**src/hw/uarx_pkg.sv**
```systemverilog
// package for the asynchronous receive recovery block
package uarx_pkg;
  localparam int SAMPLES_NORMAL = 16;
  localparam int SAMPLES_DOUBLE = 8;
  localparam logic [3:0] VOTE_FIRST_NORMAL = 4'h8;
  localparam logic [3:0] VOTE_FIRST_DOUBLE = 4'h4;
  localparam logic [3:0] DATA_BITS_MIN = 4'h5;
  localparam logic [3:0] DATA_BITS_MAX = 4'ha;
  localparam logic [3:0] DATA_BITS_RESET = 4'h8;
  localparam int FRAME_WIDTH = 10;
  localparam int FIFO_DEPTH = 8;

  typedef struct packed {
    logic [FRAME_WIDTH-1:0] data;
    logic [3:0] bitCount;
    logic stopBitErrorFlag;
  } uarx_frame_t;
endpackage : uarx_pkg

```
**src/hw/uarx_rx_recovery.sv**
```systemverilog
// receive recovery front end with its frame fifo
`timescale 1ns/1ps

// ****************************************************************
// frame fifo
// ****************************************************************
module uarx_fifo #(
  parameter int WIDTH = 15,
  parameter int DEPTH = 8
) (
  input wire logic core_clk,
  input wire logic rstn,
  input wire logic inValid,
  output logic inReady,
  input wire logic [WIDTH-1:0] inData,
  output logic outValid,
  input wire logic outReady,
  output logic [WIDTH-1:0] outData
);
  localparam int AW = $clog2(DEPTH);
  logic [WIDTH-1:0] mem_reg [DEPTH];
  logic [WIDTH-1:0] mem_next [DEPTH];
  logic [AW-1:0] wrPtr_reg;
  logic [AW-1:0] wrPtr_next;
  logic [AW-1:0] rdPtr_reg;
  logic [AW-1:0] rdPtr_next;
  logic [AW:0] count_reg;
  logic [AW:0] count_next;
  logic doWrite;
  logic doRead;

  // full and empty both come from the one count, so no pointer race
  assign inReady = (count_reg != (AW+1)'(DEPTH));
  assign outValid = (count_reg != '0);
  assign outData = mem_reg[rdPtr_reg];
  assign doWrite = inValid && inReady;
  assign doRead = outValid && outReady;

  always_comb begin
    mem_next = mem_reg;
    wrPtr_next = wrPtr_reg;
    rdPtr_next = rdPtr_reg;
    count_next = count_reg;
    if (doWrite) begin
      mem_next[wrPtr_reg] = inData;
      wrPtr_next = (wrPtr_reg == AW'(DEPTH-1)) ? '0 : wrPtr_reg + 1'b1;
    end
    if (doRead) begin
      rdPtr_next = (rdPtr_reg == AW'(DEPTH-1)) ? '0 : rdPtr_reg + 1'b1;
    end
    if (doWrite && !doRead) begin
      count_next = count_reg + 1'b1;
    end else if (doRead && !doWrite) begin
      count_next = count_reg - 1'b1;
    end
  end

  always_ff @(posedge core_clk or negedge rstn) begin
    if (!rstn) begin
      for (int i = 0; i < DEPTH; i++) begin
        mem_reg[i] <= '0;
      end
      wrPtr_reg <= '0;
      rdPtr_reg <= '0;
      count_reg <= '0;
    end else begin
      mem_reg <= mem_next;
      wrPtr_reg <= wrPtr_next;
      rdPtr_reg <= rdPtr_next;
      count_reg <= count_next;
    end
  end
endmodule : uarx_fifo

// Summary of operation
// - sample line at 16x, or 8x double
// - idle-high to low starts; first low sample 1
// - start checked on samples 8-10 or 4-6
// - two high votes reject start as noise
// - valid start realigns bit timing every frame
// - per-bit sample state, 16 or 8 states
// - bit value from three centre samples
// - majority of three decides bit value
// - recover data, parity, first stop only
// - stop voted zero sets frame error flag
// - normal mode: next start right after voting
// - data plus parity five to ten bits
// - frame error stored with its frame
module uarx_rx_recovery #(
  parameter int DEPTH = uarx_pkg::FIFO_DEPTH
) (
  input wire logic core_clk,
  input wire logic rstn,
  input wire logic sampleTick,
  input wire logic double_speed_select,
  input wire logic [3:0] frameBits,
  input wire logic serial_rx_line,
  output logic frameValid,
  input wire logic frameReady,
  output uarx_pkg::uarx_frame_t frameOut,
  output logic frameDropped
);
  import uarx_pkg::*;

  // ****************************************************************
  // line synchroniser and state
  // ****************************************************************
  typedef enum logic [3:0] {
    UARX_IDLE = 4'b0001,
    UARX_START = 4'b0010,
    UARX_BITS = 4'b0100,
    UARX_STOP = 4'b1000
  } uarx_state_t;

  logic syncA_reg;
  logic syncB_reg;
  logic lineLast_reg;
  logic syncA_next;
  logic syncB_next;
  logic lineLast_next;
  uarx_state_t state_reg, state_next;
  logic [3:0] sample_reg, sample_next;
  logic [2:0] votes_reg, votes_next;
  logic [3:0] bitIdx_reg, bitIdx_next;
  logic [3:0] bitsLatched_reg, bitsLatched_next;
  logic speedLatched_reg, speedLatched_next;
  logic [FRAME_WIDTH-1:0] shift_reg;
  wire logic [FRAME_WIDTH-1:0] shift_next;
  logic pushValid_reg, pushValid_next;
  uarx_frame_t push_reg, push_next;
  logic dropped_reg, dropped_next;
  logic pushReady;

  logic [3:0] voteFirst;
  logic [3:0] lastSample;
  logic [3:0] bitsClamped;
  logic voteBit;
  logic fallEdge;
  logic inVote;
  logic voteDone;
  logic bitVote;
  logic frameDone;

  always_comb begin
    syncA_next = serial_rx_line;
    syncB_next = syncA_reg;
  end

  // resets to idle high so no false start edge follows reset
  always_ff @(posedge core_clk or negedge rstn) begin
    if (!rstn) begin
      syncA_reg <= 1'b1;
      syncB_reg <= 1'b1;
    end else begin
      syncA_reg <= syncA_next;
      syncB_reg <= syncB_next;
    end
  end

  // ****************************************************************
  // sample timing helpers
  // ****************************************************************
  // mode is latched at the start edge so a mid-frame change cannot
  // tear the bit timing apart
  always_comb begin
    voteFirst = speedLatched_reg ? VOTE_FIRST_DOUBLE
                                 : VOTE_FIRST_NORMAL;
    lastSample = speedLatched_reg ? 4'(SAMPLES_DOUBLE - 1)
                                  : 4'(SAMPLES_NORMAL - 1);
    inVote = (sample_reg >= voteFirst) &&
             (sample_reg <= voteFirst + 4'h2);
    voteDone = (sample_reg == voteFirst + 4'h2);
    bitVote = sampleTick && voteDone && (state_reg == UARX_BITS);
    // two or three of three decides
    voteBit = (votes_reg[0] & votes_reg[1]) | (votes_reg[0] & syncB_reg) |
              (votes_reg[1] & syncB_reg);
    fallEdge = lineLast_reg && !syncB_reg;
    if (frameBits < DATA_BITS_MIN) begin
      bitsClamped = DATA_BITS_MIN;
    end else if (frameBits > DATA_BITS_MAX) begin
      bitsClamped = DATA_BITS_MAX;
    end else begin
      bitsClamped = frameBits;
    end
  end

  // ****************************************************************
  // receive shifter, one flip-flop per bit position
  // ****************************************************************
  // only the position being voted moves; the others keep their value
  for (genvar b = 0; b < FRAME_WIDTH; b++) begin : g_shiftBit
    assign shift_next[b] = (bitVote && (bitIdx_reg == 4'(b))) ?
                           voteBit : shift_reg[b];
  end

  // ****************************************************************
  // recovery state machine
  // ****************************************************************
  always_comb begin
    state_next = state_reg;
    sample_next = sample_reg;
    votes_next = votes_reg;
    bitIdx_next = bitIdx_reg;
    bitsLatched_next = bitsLatched_reg;
    speedLatched_next = speedLatched_reg;
    lineLast_next = lineLast_reg;
    frameDone = 1'b0;
    if (sampleTick) begin
      lineLast_next = syncB_reg;
      // vote shifter: sample_reg is the number of the current sample
      if (inVote) begin
        votes_next = {votes_reg[1:0], syncB_reg};
      end
      case (state_reg)
        UARX_IDLE: begin
          if (fallEdge) begin
            state_next = UARX_START;
            sample_next = 4'h2; // this tick was sample 1
            speedLatched_next = double_speed_select;
            bitsLatched_next = bitsClamped;
          end
        end
        UARX_START: begin
          sample_next = sample_reg + 4'h1;
          if (voteDone) begin
            // clear the shifter view: votes_reg holds samples 1,2 of 3
            if ({votes_reg[1:0], syncB_reg} inside
                {3'h3, 3'h5, 3'h6, 3'h7}) begin
              state_next = UARX_IDLE;
            end
          end
          if (sample_reg == lastSample) begin
            state_next = UARX_BITS;
            sample_next = 4'h0;
            bitIdx_next = 4'h0;
          end
        end
        UARX_BITS: begin
          sample_next = (sample_reg == lastSample) ? 4'h0
                                                   : sample_reg + 4'h1;
          if (sample_reg == lastSample) begin
            bitIdx_next = bitIdx_reg + 4'h1;
            if (bitIdx_reg == bitsLatched_reg - 4'h1) begin
              state_next = UARX_STOP;
            end
          end
        end
        UARX_STOP: begin
          sample_next = sample_reg + 4'h1;
          if (voteDone) begin
            // later stop bits are never looked at
            frameDone = 1'b1;
            // normal mode may start the next frame one sample on
            state_next = speedLatched_reg ? UARX_STOP : UARX_IDLE;
          end else if (sample_reg > voteFirst + 4'h2) begin
            state_next = UARX_IDLE;
          end
        end
        default: begin
          state_next = UARX_IDLE;
        end
      endcase
    end
  end

  always_ff @(posedge core_clk or negedge rstn) begin
    if (!rstn) begin
      lineLast_reg <= 1'b1;
      state_reg <= UARX_IDLE;
      sample_reg <= 4'h0;
      votes_reg <= 3'h7;
      bitIdx_reg <= 4'h0;
      bitsLatched_reg <= DATA_BITS_RESET;
      speedLatched_reg <= 1'b0;
      shift_reg <= '0;
    end else begin
      lineLast_reg <= lineLast_next;
      state_reg <= state_next;
      sample_reg <= sample_next;
      votes_reg <= votes_next;
      bitIdx_reg <= bitIdx_next;
      bitsLatched_reg <= bitsLatched_next;
      speedLatched_reg <= speedLatched_next;
      shift_reg <= shift_next;
    end
  end

  // ****************************************************************
  // push stage in front of the buffer
  // ****************************************************************
  // a frame that finds the stage still full is lost whole; the frame
  // already waiting keeps its contents untouched
  always_comb begin
    pushValid_next = pushValid_reg && !pushReady;
    push_next = push_reg;
    dropped_next = 1'b0;
    if (frameDone) begin
      if (pushValid_reg && !pushReady) begin
        dropped_next = 1'b1;
      end else begin
        pushValid_next = 1'b1;
        push_next.data = shift_reg;
        push_next.bitCount = bitsLatched_reg;
        push_next.stopBitErrorFlag = !voteBit;
      end
    end
  end

  always_ff @(posedge core_clk or negedge rstn) begin
    if (!rstn) begin
      pushValid_reg <= 1'b0;
      push_reg <= '0;
      dropped_reg <= 1'b0;
    end else begin
      pushValid_reg <= pushValid_next;
      push_reg <= push_next;
      dropped_reg <= dropped_next;
    end
  end

  assign frameDropped = dropped_reg;

  // ****************************************************************
  // frame buffer
  // ****************************************************************
  uarx_fifo #(
    .WIDTH($bits(uarx_frame_t)),
    .DEPTH(DEPTH)
  ) frameFifo (
    .core_clk(core_clk),
    .rstn(rstn),
    .inValid(pushValid_reg),
    .inReady(pushReady),
    .inData(push_reg),
    .outValid(frameValid),
    .outReady(frameReady),
    .outData(frameOut)
  );
endmodule : uarx_rx_recovery

```
**config.mk**
```make
export PLATFORM = sky130hd
export DESIGN_NAME = uarx_rx_recovery
export DESIGN_NICKNAME = d
export VERILOG_FILES = /design/src/hw/uarx_pkg.sv /design/src/hw/uarx_rx_recovery.sv
export SDC_FILE = /design/constraint.sdc
export NUM_CORES = 1
export LEC_CHECK = 0
export BUFFER_PORTS_ARGS = -buffer_cell sky130_fd_sc_hd__buf_2
export CORE_UTILIZATION = 55
export CTS_BUF_LIST = sky130_fd_sc_hd__clkbuf_8
export DETAILED_ROUTE_END_ITERATION = 8
export GPL_ROUTABILITY_DRIVEN = 0
export HOLD_SLACK_MARGIN = 0.1
export PLACE_DENSITY = 0.74
export REMOVE_ABC_BUFFERS = 1
export SLEW_MARGIN = 40
export SYNTH_ARGS = -nofsm -noshare
export SYNTH_HDL_FRONTEND = slang
export SYNTH_HIERARCHICAL = 1
export SYNTH_SLANG_ARGS = --single-unit
```
**constraint.sdc**
```tcl
create_clock -name core_clk -period 4.8 [get_ports core_clk]
set_clock_uncertainty 0.15 [all_clocks]
set_input_delay 0.72 -clock core_clk [delete_from_list [all_inputs] [get_ports core_clk]]
set_output_delay 0.72 -clock core_clk [all_outputs]
set_load 0.01 [all_outputs]
```
==> out/metrics.cfg <==
[outcome]
status=complete, no violations

[logic_synthesis]
synth_warnings=6
ys_seq_area_frac=0.521
yosysUniqueCellTypes=61
avgSynthCellArea_sq_um=14.7
syn_inst=587
synth-seq-cells=179
synth_edf_count=0
async_flop_share=1.00
synthFlopType=dfrtp_1
syn-cell-area_sq_um=8610

[detailed_routing]
drt_first_pass_iters=4
routed_wl_um=16400
vias=4882
ant_nets=0
wire_per_inst_um=19.5
drtIter0Drc=275
via_per_inst=5.83
route.detailed.drc=0

[worst_setup_path]
reg2reg_from=frameFifo/count_reg[0]$_DFFE_PN0P_
crit_path_end_kind=primary output
cp.required_ns=3.93
cp.arrival_ns=2.64
critPathBufInv=2
crit_start=frameFifo/rdPtr_reg[0]$_DFFE_PN0P_
cp_slowest_stage_delay_ns=0.76
crit_path_start_kind=flip-flop
critical_path.max_fanout=18
slowest_stage=dfrtp_2
path_cells=buf_4, mux4_2, mux2_2, buf_2
critPathTopFamily=multiplexers
critPathKind=flip-flop to primary output

[clocking]
cts_made_buffers=17
clockRootBuffer=clkbuf_8
cts_resized=0
cts_buffer_depth=2
clk_latency_ns=0.46
cts_tree=yes
clkTransAtPathRegs_ns=0.09
cts_sinks=179
htreeDepth=4

[floorplanning]
dieArea_sq_um=16200
initial_core_util=0.564
core_area_sq_um=15300
die_w_um=127
die_h_um=127
rows=45
ios=27

[global_route]
track_usage=0.223
antenna_found_initial=0
grt_pass1_vias=5149
grt_pass1_wl_um=27200
grt_max_degree=70
grt_overflow=0

[finish]
largest_reg_flops=120
num_antenna_cells=0
fin_nets=641
drive_gt1_frac=0.478
utilization=0.617
area_delta_synth_final_pct=9.30

[placement]
dp_hpwl_um=10600
portBuffers=26

[run]
max-cap-violations=0

[power_and_ir_drop]
irDropWorstVdd_mv=0.282
powerDensity_nw_per_um2=435
leakagePower_nw=4.53

[sta]
relSlewSlack=0.434
finalCritPeriodShare=0.732
rsz0062_at_grt=no
setup_viol=0
hold-worst-slack_ns=0.198
hold_viol=0
max_freq_mhz=285
worst_slew_pin_slew_ns=0.849
tns_ns=0
slew_viol_final=0
period_needed_ns=3.51

[worst_hold_path]
hold_class=primary input to flip-flop
hold_start=serial_rx_line

## synthesized netlist by cell type, drive strengths merged, types with 7 or more instances
cell,number,share of area
xor2,8,0.0081
mux2,171,0.23
nand3,9,0.0058
nand2,25,0.011
dfstp,7,0.021
o21ai,18,0.011
mux4,30,0.078
nor3,7,0.0052
buf,17,0.014
clkbuf,13,0.0093
ha,17,0.025
inv,15,0.0065
nor2,16,0.0081
dfrtp,172,0.50
## layout by cell type, fill, tap and decap left out, drive strengths merged, types with 3 or more instances in the layout
| master | instances |
|---|---|
| xnor2 | 5 |
| a21oi | 5 |
| o211ai | 3 |
| nand3 | 9 |
| mux4 | 30 |
| clkbuf | 21 |
| nand4 | 5 |
| dfstp | 7 |
| nor4b | 4 |
| xor2 | 8 |
| o21ai | 18 |
| inv | 18 |
| nand3b | 4 |
| nand2 | 25 |
| mux2 | 171 |
| bufinv | 4 |
| nor3 | 7 |
| nor3b | 5 |
| nor2 | 16 |
| ha | 17 |
| or4 | 3 |
| dfrtp | 172 |
| buf | 36 |
## routing by layer
layer	global-route usage	share of wire
met2	0.373	0.52
met4	0.0581	0.012
met5	0	0
met1	0.296	0.44
met3	0.0515	0.034
## layout make-up
cell class | count | area, sq um
sequential | 179 | 4490
clock inverter | 11 | 160
tap | 211 | 264
multi-input combinational | 363 | 3890
inverter | 15 | 56.3
fill | 1152 | 5850
timing repair buffer | 37 | 260
clock buffer | 21 | 289
## final timing paths
kind,end,slack (ns),cells after the start
max,frameOut[8],1.29,4
min,syncA_reg$_DFF_PN1_,0.20,1
max reg2reg,frameFifo/count_reg[3]$_DFFE_PN0P_,1.50,10
min reg2reg,syncB_reg$_DFF_PN1_,0.21,0
max in group asynchronous,bitsLatched_reg[3]$_DFFE_PN1P_,2.70,4
min in group asynchronous,frameFifo/mem_reg[45]$_DFFE_PN0P_,0.65,2
## repair_timing
item,4_1_cts,5_1_grt
hold buffers,1,0
endpoints found under the hold margin,62,0
buffers inserted,0,0
## metrics by stage
step / instances / total power, mW / setup WS, ns / area [sq um]
3_5_place_dp: 804 / 3.00 / 1.53 / 8950
4_1_cts: 837 / 4.13 / 1.23 / 9410
6_report: 837 / 4.09 / 1.29 / 9410
5_1_grt: 837 / 4.32 / 1.09 / 9410
3_3_place_gp: 799 / 2.92 / 1.73 / 8870
2_1_floorplan: 557 / 2.67 / 1.65 / 8410
## logic make-up (layout without fill, tap and decap cells)
group                      Yosys count  in the layout  synth area share
muxes                              203            203             0.310
DFF                                179            179             0.521
and+or+nand+nor                     89             89            0.0676
buffers and inverters               45             84            0.0296
AOI/OAI and AO/OA                   38             38            0.0288
adders and majority gates           20             20            0.0294
xor gates and xnor gates            13             13            0.0132
## power breakdown
part           switching (mW)  internal [mW]  total (mW)  leakage [nW]
logic                   0.446          0.497       0.942          1.88
clock network           0.507          0.617        1.12         0.232
registers               0.356           1.67        2.02          2.42
total                    1.31           2.78        4.09          4.53
Note: power is estimated with default switching activity, not from simulation.
